==> src/shared/axi_port_params.svh <==
// Purpose: constants for the fabric AXI master that drives the DDR port
// Assumes: 64-bit data, 8-byte beats only
// Notes: codes follow the port's signal encodings
`ifndef AXI_PORT_PARAMS_SVH
`define AXI_PORT_PARAMS_SVH
`define ADDR_W 32
`define DATA_W 64
`define STRB_W 8
`define TAG_W 4
`define LEN_W 4
`define ALIGN_MASK 3'h7
`define SIZE_8B 2'h3
`define BURST_FIXED 2'h0
`define BURST_INCR 2'h1
`define BURST_WRAP 2'h2
`define BURST_RSVD 2'h3
`define LOCK_NORMAL 2'h0
`define LOCK_EXCL 2'h1
`define LOCK_LOCKED 2'h2
`define LOCK_RSVD 2'h3
`define RESP_OKAY 2'h0
`define RESP_EXOKAY 2'h1
`define RESP_SLVERR 2'h2
`define RESP_DECERR 2'h3
`define RBUF_DEPTH 2
`endif

==> src/shared/axi_port_pkg.sv <==
// Purpose: types for the fabric AXI master
// Assumes: constants from axi_port_params.svh
// Notes: whole controller state is one packed struct
`include "axi_port_params.svh"
package axi_port_pkg;
   typedef enum logic [2:0] {
      ST_IDLE, ST_RADDR, ST_RDATA, ST_WADDR, ST_WDATA, ST_WRESP, ST_WDONE
   } st_t;
   typedef struct packed {
      st_t st;
      logic [`ADDR_W-1:0] addr;
      logic [`LEN_W-1:0] len;
      logic [`TAG_W-1:0] tag;
      logic [1:0] burst;
      logic [1:0] lock;
      logic [`LEN_W-1:0] cnt;
      logic wv;
      logic [`DATA_W-1:0] wd;
      logic [`STRB_W-1:0] ws;
      logic wl;
      logic [1:0] bresp;
      logic [`TAG_W-1:0] bid;
      logic rej;
   } ctl_t;
endpackage

==> src/hw/fabric_axi_master.sv <==
// Purpose: fabric-side AXI master that drives the DDR fabric port
// Assumes: port logic shares sys_clk; one burst in flight at a time
// Notes: illegal commands are refused, never issued
`timescale 1ns/100ps
`include "axi_port_params.svh"
module fabric_axi_master
   import axi_port_pkg::*;
(
   input wire logic sys_clk,
   input wire logic reset_n,
   input wire logic cmd_valid,
   output logic cmd_ready,
   input wire logic cmd_write,
   input wire logic [`ADDR_W-1:0] cmd_addr,
   input wire logic [`LEN_W-1:0] cmd_len,
   input wire logic [1:0] cmd_burst,
   input wire logic [1:0] cmd_lock,
   input wire logic [`TAG_W-1:0] cmd_tag,
   output logic cmd_reject,
   input wire logic wr_valid,
   output logic wr_ready,
   input wire logic [`DATA_W-1:0] wr_data,
   input wire logic [`STRB_W-1:0] wr_strb,
   output logic rd_valid,
   input wire logic rd_ready,
   output logic [`DATA_W-1:0] rd_data,
   output logic [`TAG_W-1:0] rd_tag,
   output logic [1:0] rd_resp,
   output logic rd_last,
   output logic done_valid,
   input wire logic done_ready,
   output logic [`TAG_W-1:0] done_tag,
   output logic [1:0] done_resp,
   output logic axi_port_raddr_valid,
   input wire logic axi_port_raddr_ready,
   output logic [`ADDR_W-1:0] axi_port_read_addr,
   output logic [`TAG_W-1:0] axi_port_read_tag,
   output logic [`LEN_W-1:0] axi_port_read_len,
   output logic [1:0] axi_port_read_size,
   output logic [1:0] axi_port_read_burst,
   output logic [1:0] axi_port_read_lock,
   output logic axi_port_waddr_valid,
   input wire logic axi_port_waddr_ready,
   output logic [`ADDR_W-1:0] axi_port_write_addr,
   output logic [`TAG_W-1:0] axi_port_write_tag,
   output logic [`LEN_W-1:0] axi_port_write_len,
   output logic [1:0] axi_port_write_size,
   output logic [1:0] axi_port_write_burst,
   output logic [1:0] axi_port_write_lock,
   output logic axi_port_wdata_valid,
   input wire logic axi_port_wdata_ready,
   output logic [`DATA_W-1:0] axi_port_write_data,
   output logic [`STRB_W-1:0] axi_port_byte_strobe,
   output logic [`TAG_W-1:0] axi_port_wdata_tag,
   output logic axi_port_write_last,
   input wire logic axi_port_resp_valid,
   output logic axi_port_resp_ready,
   input wire logic [`TAG_W-1:0] axi_port_resp_tag,
   input wire logic [1:0] axi_port_resp_code,
   input wire logic axi_port_rdata_valid,
   output logic axi_port_rdata_ready,
   input wire logic [`DATA_W-1:0] axi_port_read_data,
   input wire logic [`TAG_W-1:0] axi_port_rdata_tag,
   input wire logic [1:0] axi_port_rdata_resp,
   input wire logic axi_port_rdata_last
);
   localparam int RW = `DATA_W + `TAG_W + 2 + 1;
   ctl_t s_r;
   ctl_t s_nxt;
   logic cmd_ok;
   logic wr_take;
   logic r_beat;
   logic buf_in_valid;
   logic buf_in_ready;
   logic [RW-1:0] buf_out;
   logic [`LEN_W-1:0] len_p1;

   // command screening
   req_check u_check (
      .addr(cmd_addr),
      .len(cmd_len),
      .burst(cmd_burst),
      .lock(cmd_lock),
      .ok(cmd_ok)
   );

   // read data path with back-pressure
   pair_buffer #(
      .W(RW),
      .D(`RBUF_DEPTH)
   ) u_rbuf (
      .sys_clk(sys_clk),
      .reset_n(reset_n),
      .in_valid(buf_in_valid),
      .in_ready(buf_in_ready),
      .in_data({axi_port_read_data, axi_port_rdata_tag, axi_port_rdata_resp,
         axi_port_rdata_last}),
      .out_valid(rd_valid),
      .out_ready(rd_ready),
      .out_data(buf_out)
   );
   assign rd_data = buf_out[RW-1 -: `DATA_W];
   assign rd_tag = buf_out[`TAG_W+2:3];
   assign rd_resp = buf_out[2:1];
   assign rd_last = buf_out[0];

   // handshakes
   assign cmd_ready = (s_r.st == ST_IDLE);
   assign cmd_reject = s_r.rej;
   assign axi_port_raddr_valid = (s_r.st == ST_RADDR);
   assign axi_port_waddr_valid = (s_r.st == ST_WADDR);
   assign axi_port_wdata_valid = s_r.wv;
   assign axi_port_resp_ready = (s_r.st == ST_WRESP);
   assign axi_port_rdata_ready = (s_r.st == ST_RDATA) && buf_in_ready;
   assign buf_in_valid = (s_r.st == ST_RDATA) && axi_port_rdata_valid;
   assign r_beat = axi_port_rdata_valid && axi_port_rdata_ready;
   assign wr_take = (s_r.st == ST_WDATA) && !(s_r.wv && s_r.wl)
      && (!s_r.wv || axi_port_wdata_ready);
   assign wr_ready = wr_take;
   assign done_valid = (s_r.st == ST_WDONE);
   assign done_tag = s_r.bid;
   assign done_resp = s_r.bresp;
   assign len_p1 = `LEN_W'(s_r.len + 4'h1);

   // request fields, from registers except the constant size code
   assign axi_port_read_addr = s_r.addr;
   assign axi_port_read_tag = s_r.tag;
   assign axi_port_read_len = s_r.len;
   assign axi_port_read_size = `SIZE_8B;
   assign axi_port_read_burst = s_r.burst;
   assign axi_port_read_lock = s_r.lock;
   assign axi_port_write_addr = s_r.addr;
   assign axi_port_write_tag = s_r.tag;
   assign axi_port_write_len = s_r.len;
   assign axi_port_write_size = `SIZE_8B;
   assign axi_port_write_burst = s_r.burst;
   assign axi_port_write_lock = s_r.lock;
   assign axi_port_write_data = s_r.wd;
   assign axi_port_byte_strobe = s_r.ws;
   assign axi_port_wdata_tag = s_r.tag;
   assign axi_port_write_last = s_r.wl;

   always_comb begin
      s_nxt = s_r;
      s_nxt.rej = 1'b0;
      case (s_r.st)
         ST_IDLE: begin
            if (cmd_valid) begin
               if (cmd_ok) begin
                  s_nxt.addr = cmd_addr;
                  s_nxt.len = cmd_len;
                  s_nxt.tag = cmd_tag;
                  s_nxt.burst = cmd_burst;
                  s_nxt.lock = cmd_lock;
                  s_nxt.cnt = '0;
                  s_nxt.st = cmd_write ? ST_WADDR : ST_RADDR;
               end else begin
                  s_nxt.rej = 1'b1;
               end
            end
         end
         ST_RADDR: begin
            if (axi_port_raddr_ready) begin
               s_nxt.st = ST_RDATA;
            end
         end
         ST_RDATA: begin
            if (r_beat) begin
               s_nxt.cnt = `LEN_W'(s_r.cnt + 4'h1);
               if (axi_port_rdata_last) begin
                  s_nxt.st = ST_IDLE;
               end
            end
         end
         ST_WADDR: begin
            if (axi_port_waddr_ready) begin
               s_nxt.st = ST_WDATA;
            end
         end
         ST_WDATA: begin
            if (s_r.wv && axi_port_wdata_ready) begin
               s_nxt.wv = 1'b0;
               s_nxt.wl = 1'b0;
               if (s_r.wl) begin
                  s_nxt.st = ST_WRESP;
               end
            end
            if (wr_take && wr_valid) begin
               s_nxt.wv = 1'b1;
               s_nxt.wd = wr_data;
               s_nxt.ws = wr_strb;
               s_nxt.wl = (s_r.cnt == s_r.len);
               s_nxt.cnt = `LEN_W'(s_r.cnt + 4'h1);
            end
         end
         ST_WRESP: begin
            if (axi_port_resp_valid) begin
               s_nxt.bresp = axi_port_resp_code;
               s_nxt.bid = axi_port_resp_tag;
               s_nxt.st = ST_WDONE;
            end
         end
         ST_WDONE: begin
            if (done_ready) begin
               s_nxt.st = ST_IDLE;
            end
         end
         default: begin
            s_nxt.st = ST_IDLE;
         end
      endcase
   end

   always_ff @(posedge sys_clk) begin
      if (!reset_n) begin
         s_r <= '0;
      end else begin
         s_r <= s_nxt;
      end
   end
endmodule

==> src/hw/req_check.sv <==
// Purpose: screens a user command before it reaches the port
// Assumes: combinational, same clock as the caller
// Notes: wrapping bursts must be 2, 4, 8 or 16 beats
`timescale 1ns/100ps
`include "axi_port_params.svh"
module req_check (
   input wire logic [`ADDR_W-1:0] addr,
   input wire logic [`LEN_W-1:0] len,
   input wire logic [1:0] burst,
   input wire logic [1:0] lock,
   output logic ok
);
   logic burst_ok;
   logic wrap_ok;
   logic lock_ok;
   logic align_ok;
   always_comb begin
      burst_ok = (burst == `BURST_INCR) || (burst == `BURST_WRAP);
      wrap_ok = (burst != `BURST_WRAP) || (len == 4'h1) || (len == 4'h3)
         || (len == 4'h7) || (len == 4'hF);
      lock_ok = (lock != `LOCK_RSVD);
      align_ok = ((addr[2:0] & `ALIGN_MASK) == 3'h0);
      ok = burst_ok && wrap_ok && lock_ok && align_ok;
   end
endmodule

==> src/hw/pair_buffer.sv <==
// Purpose: small FIFO between the read data channel and the user
// Assumes: depth at least two
// Notes: in_ready falls only when every entry is taken
`timescale 1ns/100ps
module pair_buffer #(
   parameter int W = 8,
   parameter int D = 2
) (
   input wire logic sys_clk,
   input wire logic reset_n,
   input wire logic in_valid,
   output logic in_ready,
   input wire logic [W-1:0] in_data,
   output logic out_valid,
   input wire logic out_ready,
   output logic [W-1:0] out_data
);
   localparam int PW = (D > 1) ? $clog2(D) : 1;
   localparam int CW = $clog2(D + 1);
   logic [W-1:0] mem_r [D];
   logic [PW-1:0] wp_r;
   logic [PW-1:0] rp_r;
   logic [CW-1:0] cnt_r;
   logic push;
   logic pop;
   assign in_ready = (cnt_r != CW'(D));
   assign out_valid = (cnt_r != '0);
   assign out_data = mem_r[rp_r];
   assign push = in_valid && in_ready;
   assign pop = out_valid && out_ready;
   always_ff @(posedge sys_clk) begin
      if (!reset_n) begin
         wp_r <= '0;
         rp_r <= '0;
         cnt_r <= '0;
      end else begin
         if (push) begin
            wp_r <= (wp_r == PW'(D - 1)) ? '0 : PW'(wp_r + 1'b1);
         end
         if (pop) begin
            rp_r <= (rp_r == PW'(D - 1)) ? '0 : PW'(rp_r + 1'b1);
         end
         if (push && !pop) begin
            cnt_r <= CW'(cnt_r + 1'b1);
         end else if (pop && !push) begin
            cnt_r <= CW'(cnt_r - 1'b1);
         end
      end
   end
   always_ff @(posedge sys_clk) begin
      if (push) begin
         mem_r[wp_r] <= in_data;
      end
   end
endmodule

==> config.mk <==
export PLATFORM = sky130hd
export DESIGN_NAME = fabric_axi_master
export DESIGN_NICKNAME = d
export VERILOG_FILES = /design/src/shared/axi_port_pkg.sv /design/src/hw/fabric_axi_master.sv /design/src/hw/req_check.sv /design/src/hw/pair_buffer.sv
export VERILOG_INCLUDE_DIRS = /design/src /design/src/shared
export SDC_FILE = /design/constraint.sdc
export NUM_CORES = 1
export LEC_CHECK = 0
export BUFFER_PORTS_ARGS = -buffer_cell sky130_fd_sc_hd__buf_2
export CAP_MARGIN = 20
export CORE_AREA = 2 2 180 182
export DETAILED_ROUTE_END_ITERATION = 8
export DIE_AREA = 0 0 182 184
export PLACE_DENSITY = 0.67
export SYNTH_ARGS = -nofsm -noshare
export SYNTH_HDL_FRONTEND = slang
export SYNTH_SLANG_ARGS = --single-unit
==> constraint.sdc <==
create_clock -name sys_clk -period 4.6 [get_ports sys_clk]
set_input_delay 0.69 -clock sys_clk [delete_from_list [all_inputs] [get_ports sys_clk]]
set_output_delay 0.69 -clock sys_clk [all_outputs]
set_load 0.02 [all_outputs]
## Word-level counts from Yosys, hierarchy flattened

Memory sizes are Yosys's and may differ from the RTL's. A register that Yosys moved wholly into a read port is not among the register bits.
Index checks and enable logic that the tools add are counted.

- Bits in registers: 136
- Memory bits (writable): 142
- Output and inout port bits: 256
- Memories: 1
- Word-level logic and storage cells: 113
- Input port bits: 205

- Eq/ne operators: 27
- Add/sub/neg operators: 5
- Reduce and logical (&&, ||, !) cells: 38
- Muxes and demuxes: 25

Memory list:

| name | depth | width | rd ports | clocked after Yosys merged registers in | write ports | line | RTL |
|---|---|---|---|---|---|---|---|
| u_rbuf.mem_r | 2 | 71 | 1 | 1 | 1 | pair_buffer.sv:20 | `logic [W-1:0] mem_r [D];` |

Operators by type and width:

| cell | count |
|---|---|
| 2-to-1 mux 51 bit | 2 |
| 2-to-1 mux 78 bit | 1 |
| 2-to-1 mux 3 bit | 8 |
| one-hot mux 3 bit (7 select lines) | 1 |
| inequality test 2 bit (second input constant) | 8 |
| logical AND 1 bit | 15 |
| inequality test 2 x 1 -> 1 bit (second input constant) | 6 |
| one-hot mux 4 bit (3 select lines) | 1 |
| AND reduction 10 bit | 1 |
| == test 3 bit (second input constant) | 3 |
| 2-to-1 mux 1 bit | 8 |
| == test 3 x 2 -> 1 bit (second input constant) | 2 |
| zero test 3 bit | 2 |
| logical OR 1 bit | 6 |
| 2-to-1 mux 2 bit | 3 |
| AND reduction 2 bit | 3 |
| AND reduction 3 bit | 2 |
| nonzero test 2 bit | 3 |
| AND reduction 5 bit | 1 |
| adder 4 x 1 -> 4 bit (second input constant) | 1 |
| == test 4 x 1 -> 1 bit (second input constant) | 1 |
| == test 4 x 2 -> 1 bit (second input constant) | 1 |
| == test 4 x 3 -> 1 bit (second input constant) | 1 |
| == test 4 bit | 1 |
| 10 further kinds | 14 |

## Logic depth before layout (Yosys ltp)

Gate-level depths: netlist of the first run.

- Word-level depth: 11
- Gate-level depth with buffers: 9
- Depth with buffers taken out: 7

## Hierarchy

From an unflattened synthesis of the first run, not the netlist that was laid out.

- Cell total of the unflattened synthesis: 1043
- Area total of the unflattened synthesis: 11697.5 um^2

By module, submodules not included:

| module | area each (um^2) | times used | cells each | sequential area each (um^2) |
|---|---|---|---|---|
| fabric_axi_master | 6279.8 | 1 | 791 | 2642.5 |
| pair_buffer | 5363.9 | 1 | 245 | 4364.2 |
| req_check | 53.8 | 1 | 7 | 0.0 |

## Worst setup path after synthesis of the first run

Ideal clock, no wire load.

- Path kind: register -> register
- Start point: register s_r[129] (netlist name)
- End point: memory u_rbuf.mem_r[0][0] (netlist name) (enable)
- Setup time: 509 ps
- Cell stages (with the launch flop): 4
- Period minus slack after synthesis: 4744 ps
- Arrival: 4235 ps
- Buffers on the path: 0
- Path slack: -144 ps
- Required time: 4091 ps
- Path through: dfxtp_1 > or3b_4 > nor3b_4 > nor2b_1

- Word-level cells in the longest chain between the ends: 5

Ends and longest elaborated chain:

| item | line | RTL |
|---|---|---|
| start: declaration | fabric_axi_master.sv:68 | `ctl_t s_r;` |
| start signal: assignment | fabric_axi_master.sv:218 | `s_r <= s_nxt;` |
| == test 3 x 2 -> 1 bit | fabric_axi_master.sv:115 | `assign buf_in_valid = (s_r.st == ST_RDATA) && axi_port_rdata_valid;` |
| logical AND 1 bit | fabric_axi_master.sv:115 |  |
| logical AND 1 bit | pair_buffer.sv:29 | `assign push = in_valid && in_ready;` |
| via u_rbuf.push | pair_buffer.sv:24 | `logic push;` |
| 2-to-1 mux 1 bit | pair_buffer.sv:51 | `if (push) begin` |
| 2-to-1 mux 1 bit (not written as such) | pair_buffer.sv:52 | `mem_r[wp_r] <= in_data;` |
| end: declaration | pair_buffer.sv:20 |  |

The timed path passes the listed nets, and every way through them passes these cells.

==> results.md, run 1 <==
- Outcome: finished clean
- Clock power frac: 0.423
- Hpwl dp: 21,100 um
- Seq/Total Area, Yosys: 0.612
- P_int: 0.00419 W
- Grt ovf: 0
- Worst Path Max Fanout: 63
- Total Routing Usage GR: 0.165
- Sw frac: 0.233
- Startpoint Class: flop
- Max_cap viols: 0
- Detailed Routing Iterations Pass 1: 5
- Worst path cell trace: buf_4 > mux2_2 > buf_2
- Residual DRC: 0
- RSZ-0062 raised after global routing: no
- CTS max path bufs: 3
- DIE WIDTH: 182 um
- Gate power share: 0.093
- Layout cell share with drive strength beyond 1: 0.444
- Slew Limit Fails: 0
- Final WL: 29,500 um
- Fillers: 3,013
- CP bufs+invs: 2
- Synth warnings: 0
- Hold-fix buffers, CTS: 0
- DR vias: 8,075
- Most frequent cells in the layout: buf_2, nand2_1, edfxtp_1
- Die H: 184 um
- Avg Inst Size Synth: 11.1 um2
- Worst Path Arrival: 2.39 ns
- Worst Hold Endpoint: u_rbuf.mem_r[1][14]$_DFFE_PP_
- Worst reg2reg path startpoint: s_r[130]$_SDFFE_PN0P_
- TritonCTS clock tree: yes
- PD cells: 395 nW/um2
- Via/cell ratio: 4.65
- Max Fclk: 325 MHz
- Clk sinks: 279
- Period minus WS final: 3.08 ns
- Slowest-stage cell, CP: buf_4
- NumNets Final: 1,517
- Final cycle utilization of the critical path: 0.669
- Yosys cell types: 44
- GPL Wtd Cong: 0.819
- Worst relative slew slack: 0.339
- Initial antenna violation count: 3
- Post-DRT Antenna Nets: 0
- DP Cell Count: 1,678
- Hold Crit Start: axi_port_read_data[7]
- Core area: 31,400 um2
- Wire per inst: 17.0 um
- R2r endpoint: u_rbuf.mem_r[0][37]$_DFFE_PP_
- Final Non-Filler Cells: 1,735
- Total Power: 0.00546 W
- Post-CTS Setup Inserts: 0
- Crit path max-delay family: buffers and inverters
- CTS Buf Count: 30
- Reg2reg path depth: 4
- Critical path class: reg -> out
- CTS root buffer: clkbuf_16
- Flop pwr share: 0.484
- Setup tns final: 0 ns
- CP Capture Type: output port
- PostCTS Resize Cnt: 0
- DR iter-0 viols: 358
- Largest net degree at the start of global routing: 105
- Min-Delay Path Class: in -> reg
- WHS Path Cells: 1
- Port-buffer cells: 456
- Setup Viol. Count Final: 0
- WP data required: 3.91 ns
- Commonest non-fill, non-tap cell in the layout: buf_2
- Initial core utilization: 0.365
- Ports: 461
- Syn Inst Count: 1,034
- P_sw: 0.00127 W
- Synthesized area: 11,500 um2
- Clk_skew: 0.0144 ns
- H-tree levels: 1
- CP peak stage delay: 0.70 ns
- Die area: 33,500 um2
- Vias in the first global route: 7,765
- Clock Latency Late Sink: 0.56 ns
- Final Hold Vio Count: 0
- Register clock-pin slew on the reported worst setup and hold paths: 0.06 ns
- First-pass GRT wire length: 43,800 um
- Rows: 65
- Peak supply drop: 0.255 mV
- Leak: 5.76 nW
- Worst slew pin tran: 0.991 ns
- Layout area overhead: 20.6%
- Flop2flop setup slack: 1.84 ns
- #FFs+latches synth: 279
-- cells in the mapped netlist, drive strengths merged --
cell	number	area (um2)
or2b	1	7.51
ha	3	37.5
o22ai	1	6.26
nand2b	3	18.8
nand4b	1	8.76
a21oi	124	621
nand2	247	927
and2b	1	7.51
clkbuf	40	150
o211ai	2	15.0
dfxtp	137	2740
o21ai	2	10.0
xnor2	1	8.76
edfxtp	142	4260
clkinv	1	3.75
nand3	12	60.1
nor3b	2	31.3
buf	184	1360
a31oi	4	25.0
inv	4	15.0
xor2	7	61.3
o21a	3	22.5
o31ai	1	7.51
conb	1	3.75
or3	3	18.8
and2	2	12.5
o32ai	1	8.76
or2	1	6.26
mux2	72	811
nand4	1	6.26
nor4	2	12.5
o211a	1	10.0
nor2b	3	18.8
and3	4	25.0
mux2i	1	10.0
or3b	2	20.0
nor3	4	25.0
nand3b	1	7.51
nor2	12	47.6
-- cell families (layout without fill, tap and decap cells) --
kind of cell,count (synthesis),in the layout,share of synthesized area
buf+inv,229,524,0.133
mux,73,73,0.0717
xor+xnor,8,8,0.00612
flops,279,279,0.612
compound gates,139,139,0.0634
other cells,1,5,0.000327
fa+ha+maj,3,3,0.00328
simple gates,302,302,0.110
-- final cells by class --
class                   instances  area [um2]  area share
diodes                          1        2.50    0.000181
clock buffers                  46         861      0.0623
clock inverters                 9         100     0.00725
inverters                       5        21.3     0.00154
multi-input cells             529        2950       0.214
flip-flops and latches        279        7010       0.507
well taps                     402         503      0.0364
repair buffers                464        2360       0.171
-- worst max path at each step --
stage,slack (ns),cells past startpoint,to,from
6_report,1.52,3,rd_data[18],flop
3_3_place_gp,1.85,9,s_r[83]$_SDFFE_PN0P_,cmd_burst[0]
4_1_cts,1.47,3,rd_data[2],flop
3_5_place_dp,1.74,9,s_r[83]$_SDFFE_PN0P_,cmd_burst[0]
5_1_grt,1.40,3,rd_data[18],flop
2_1_floorplan,1.21,3,u_rbuf.mem_r[0][0]$_DFFE_PP_,s_r[129]$_SDFFE_PN0P_
-- power by group through the flow --
stage	Combinational [W]	Sequential [W]	Clock, W
floorplan	0.000312	0.00269	0
global placement	0.000501	0.00269	0
detailed placement	0.000504	0.00270	0
CTS	0.000507	0.00264	0.00239
global route	0.000541	0.00264	0.00248
finish	0.000507	0.00264	0.00231
-- routing by layer --
layer,track usage,vias up,part of all wire
met5,0,-,0
met4,0.0461,0,0.026
met3,0.0454,39,0.086
met2,0.290,352,0.49
met1,0.198,3820,0.40
li1,-,3864,-
-- state kept, by name (all words and copies together), names as in the netlist, 2 cells and up, named ones only --
name                  count
axi_port_read_burst       2
axi_port_read_addr       32
done_tag                  4
u_rbuf.mem_r            142
axi_port_byte_strobe      8
s_r                       7
axi_port_read_tag         4
axi_port_read_lock        2
done_resp                 2
axi_port_read_len         4
axi_port_write_data      64
u_rbuf.cnt_r              2
-- per-stage QoR --
stage | area [um2] | utilization | hold slack [ns] | setup slack [ns]
floorplan | 11500 | - | 0.437 | 1.21
global placement | 12800 | 0.408 | 0.439 | 1.85
detailed placement | 12800 | 0.408 | 0.444 | 1.74
CTS | 13800 | 0.439 | 0.276 | 1.47
global route | 13800 | 0.440 | 0.279 | 1.40
finish | 13800 | 0.440 | 0.315 | 1.52
No activity file was read; power rests on OpenSTA's default activity.
==> run 2: changes to the inputs <==
--- a/config.mk
+++ b/config.mk
@@ -6,12 +6,13 @@
 export SDC_FILE = /design/constraint.sdc
 export NUM_CORES = 1
 export LEC_CHECK = 0
+export ABC_AREA = 1
 export BUFFER_PORTS_ARGS = -buffer_cell sky130_fd_sc_hd__buf_2
 export CAP_MARGIN = 20
-export CORE_AREA = 2 2 180 182
+export CORE_AREA = 2 2 182 184
 export DETAILED_ROUTE_END_ITERATION = 8
-export DIE_AREA = 0 0 182 184
-export PLACE_DENSITY = 0.67
+export DIE_AREA = 0 0 184 186
+export PLACE_DENSITY = 0.64
 export SYNTH_ARGS = -nofsm -noshare
 export SYNTH_HDL_FRONTEND = slang
 export SYNTH_SLANG_ARGS = --single-unit
==> constraint.sdc (replaced) <==
create_clock -name sys_clk -period 3 [get_ports sys_clk]
set_input_delay 0.45 -clock sys_clk [delete_from_list [all_inputs] [get_ports sys_clk]]
set_output_delay 0.45 -clock sys_clk [all_outputs]
set_load 0.02 [all_outputs]
==> results.md, run 2 <==
- Fillers: 3,164 (+5.0%)
- Synth warnings: 0 (unchanged)
- Syn Inst Count: 1,075 (+4.0%)
- Final WL: 28,600 um (-3.3%)
- Mux share of post-synthesis cell area: 0.0691 (-0.00253)
- Synth top area share: 0.369 (-0.00359)
- Clk sinks: 279 (unchanged)
- RSZ-0062 raised after global routing: no
- Worst slew pin tran: 0.621 ns (-0.370 ns)
- Worst relative slew slack: 0.586 (+0.247)
- Max_cap viols: 0 (unchanged)
- Final Hold Vio Count: 0 (unchanged)
- Vias in the first global route: 8,017 (+3.2%)
- Grt ovf: 0 (unchanged)
- Die area: 34,200 um2 (+2.2%)
- Seq. cell area: 7010 um2 (unchanged)
- Min Hold Slack: 0.0811 ns (-0.234 ns)
- Async SR Flop Fraction: 0 (unchanged)
- Initial core utilization: 0.359 (-0.00575)
- DR iter-0 viols: 372 (+3.9%)
- Min-Delay Path Class: in -> reg
- Clk_skew: 0.0219 ns (+0.00752 ns)
- Max Fclk: 391 MHz
- Avg Inst Size Synth: 10.8 um2 (-2.9%)
- Total Power: 0.00813 W (+49%)
- Outcome: finished clean
- Layout area overhead: 21.0%
- Hold-fix buffers, CTS: 0 (unchanged)
- Reg with most FFs: u_rbuf.mem_r
- Adder-Cell Fraction of Synth Area: 0.00325 (-0.0000316)
- Port-buffer cells: 456 (unchanged)
- Register clock-pin slew on the reported worst setup and hold paths: 0.06 ns (about the same)
- Initial antenna violation count: 6 (+3)
- Via/cell ratio: 4.53 (-2.6%)
- Most instantiated cells after synthesis: nand2_1, buf_4, edfxtp_1, a21oi_1, dfxtp_1
- Post-DRT Antenna Nets: 0 (unchanged)
- Yosys cell types: 29 (-34%)
- Residual DRC: 0 (unchanged)
- CTS max path bufs: 3 (unchanged)
- PostCTS Resize Cnt: 0 (unchanged)
- WP data required: 2.55 ns (-1.36 ns)
- Detailed Routing Iterations Pass 1: 7 (+2)
- Commonest non-fill, non-tap cell in the layout: buf_2
- Post-Synth Simple-Gate Area: 0.110 (-0.000628)
- PD cells: 581 nW/um2 (+47%)
- Ports: 461 (unchanged)
- Core area: 32,200 um2 (+2.6%)
- TritonCTS clock tree: yes
- Main flop type after synthesis: edfxtp_1
- Max FFs per register: 142 (unchanged)
- Die H: 186 um (+1.1%)
- Clock Latency Late Sink: 0.56 ns (about the same)
- Worst Path Max Fanout: 31 (-51%)
- Slew Limit Fails: 0 (unchanged)
- Synth Area in XOR/XNOR: 0.00454 (-0.00157)
- Compound-gate portion of the synthesized area: 0.0658 (+0.00242)
- Seq/Total Area, Yosys: 0.606 (-0.00589)
- Total Routing Usage GR: 0.157 (-0.00853)
- Peak supply drop: 0.382 mV (+50%)
- Footprint of the multi-input gates: 2950 um2 (-0.25%)
- NumNets Final: 1,564 (+3.1%)
- Synthesized area: 11,600 um2 (+0.97%)
- Top cells by area, synth: edfxtp_1, dfxtp_1, buf_4, nand2_1, mux2_2
- Period minus WS final: 2.56 ns
- Startpoint Class: flop
- H-tree levels: 1 (unchanged)
- Post-synth EDFFs: 142 (unchanged)
- GPL Wtd Cong: 0.796 (-2.8%)
- Rows: 66 (+1.5%)
- Final cycle utilization of the critical path: 0.852
- Wire per inst: 15.9 um (-6.4%)
- Critical path class: reg -> out
- CTS root buffer: clkbuf_16
- DR vias: 8,121 (+0.57%)
- Hpwl dp: 20,400 um (-3.2%)
- Leak: 5.85 nW (+1.7%)
- Most frequent cells in the layout: buf_2, nand2_1, edfxtp_1
- Largest net degree at the start of global routing: 66 (-37%)
- CTS Buf Count: 30 (unchanged)
- Layout cell share with drive strength beyond 1: 0.434 (-0.00964)
- Post-CTS Setup Inserts: 0 (unchanged)
- Largest family of logic cells by synthesized area: buffers and inverters
- Worst Path Arrival: 2.11 ns (-0.28 ns)
- Setup Viol. Count Final: 0 (unchanged)
- Count leader, synth: nand2_1
- First-pass GRT wire length: 42,600 um (-2.8%)
- CP Capture Type: output port
- DIE WIDTH: 184 um (+1.1%)
- #FFs+latches synth: 279 (unchanged)
- Cell taking the most area after synthesis: edfxtp_1
[run 2: changes by cell type in the layout (fill, tap and decap cells not counted), moves of 5 or more]
cell      delta
inv_1       +13
inv_2        +5
buf_12       +7
nor2_1       +5
a21oi_1     +13
clkbuf_1     -8
clkinv_1    +11
nand2_1     +22
o21ai_0     +10
[run 2: worst paths after layout]
kind | cells after the start | end | slack, ns | startpoint
hold / removal | 1 | u_rbuf.mem_r[1][5]$_DFFE_PP_ | 0.08 | axi_port_rdata_tag[2]
setup reg to reg | 9 | u_rbuf.cnt_r[1]$_SDFFE_PN0P_ | 0.81 | s_r[130]$_SDFFE_PN0P_
setup / recovery | 3 | rd_data[22] | 0.44 | flop
hold reg to reg | 2 | axi_port_write_data[43]$_SDFFE_PN0P_ | 0.46 | axi_port_write_data[43]$_SDFFE_PN0P_
[run 2: power by group]
part           switching (W)  internal, W
combinational       0.000290     0.000238
sequential         0.0000208      0.00401
clock                0.00150      0.00206
total                0.00181      0.00631
[run 2: cells by family after synthesis]
group | Yosys count
buf+inv | 246
simple gates | 318
fa+ha+maj | 3
mux | 71
compound gates | 151
xor+xnor | 6
flops | 279
other cells | 1
[run 2: critical path, stage by stage (launching register included)]
cell and delay [ns]:
dfxtp_2 0.69, buf_12 0.29, mux2_2 0.38, buf_2 0.16
[run 2: layer usage]
layer	track usage	wire (um)	vias up
li1	-	-	3991
met1	0.184	11300	3742
met2	0.264	13400	335
met3	0.0667	3360	47
met4	0.0397	482	6
met5	0	37	-
[run 2: cell type report]
type	instances	area share
tap	408	0.0365
multi-input combinational	553	0.211
sequential	279	0.501
clock inverter	19	0.00876
timing repair buffer	468	0.176
antenna	4	0.000715
clock buffer	37	0.0600
inverter	24	0.00662
[run 2: stage by stage]
stage,util,cell area (um2),TNS (ns),setup slack [ns],cells
after floorplan,-,11600,-80.63,-0.575,1078
after global placement,0.404,13000,0,0.899,1732
after detailed placement,0.404,13000,0,0.843,1732
after CTS,0.434,14000,0,0.378,1788
after global routing,0.434,14000,0,0.347,1789
final,0.434,14000,0,0.444,1792
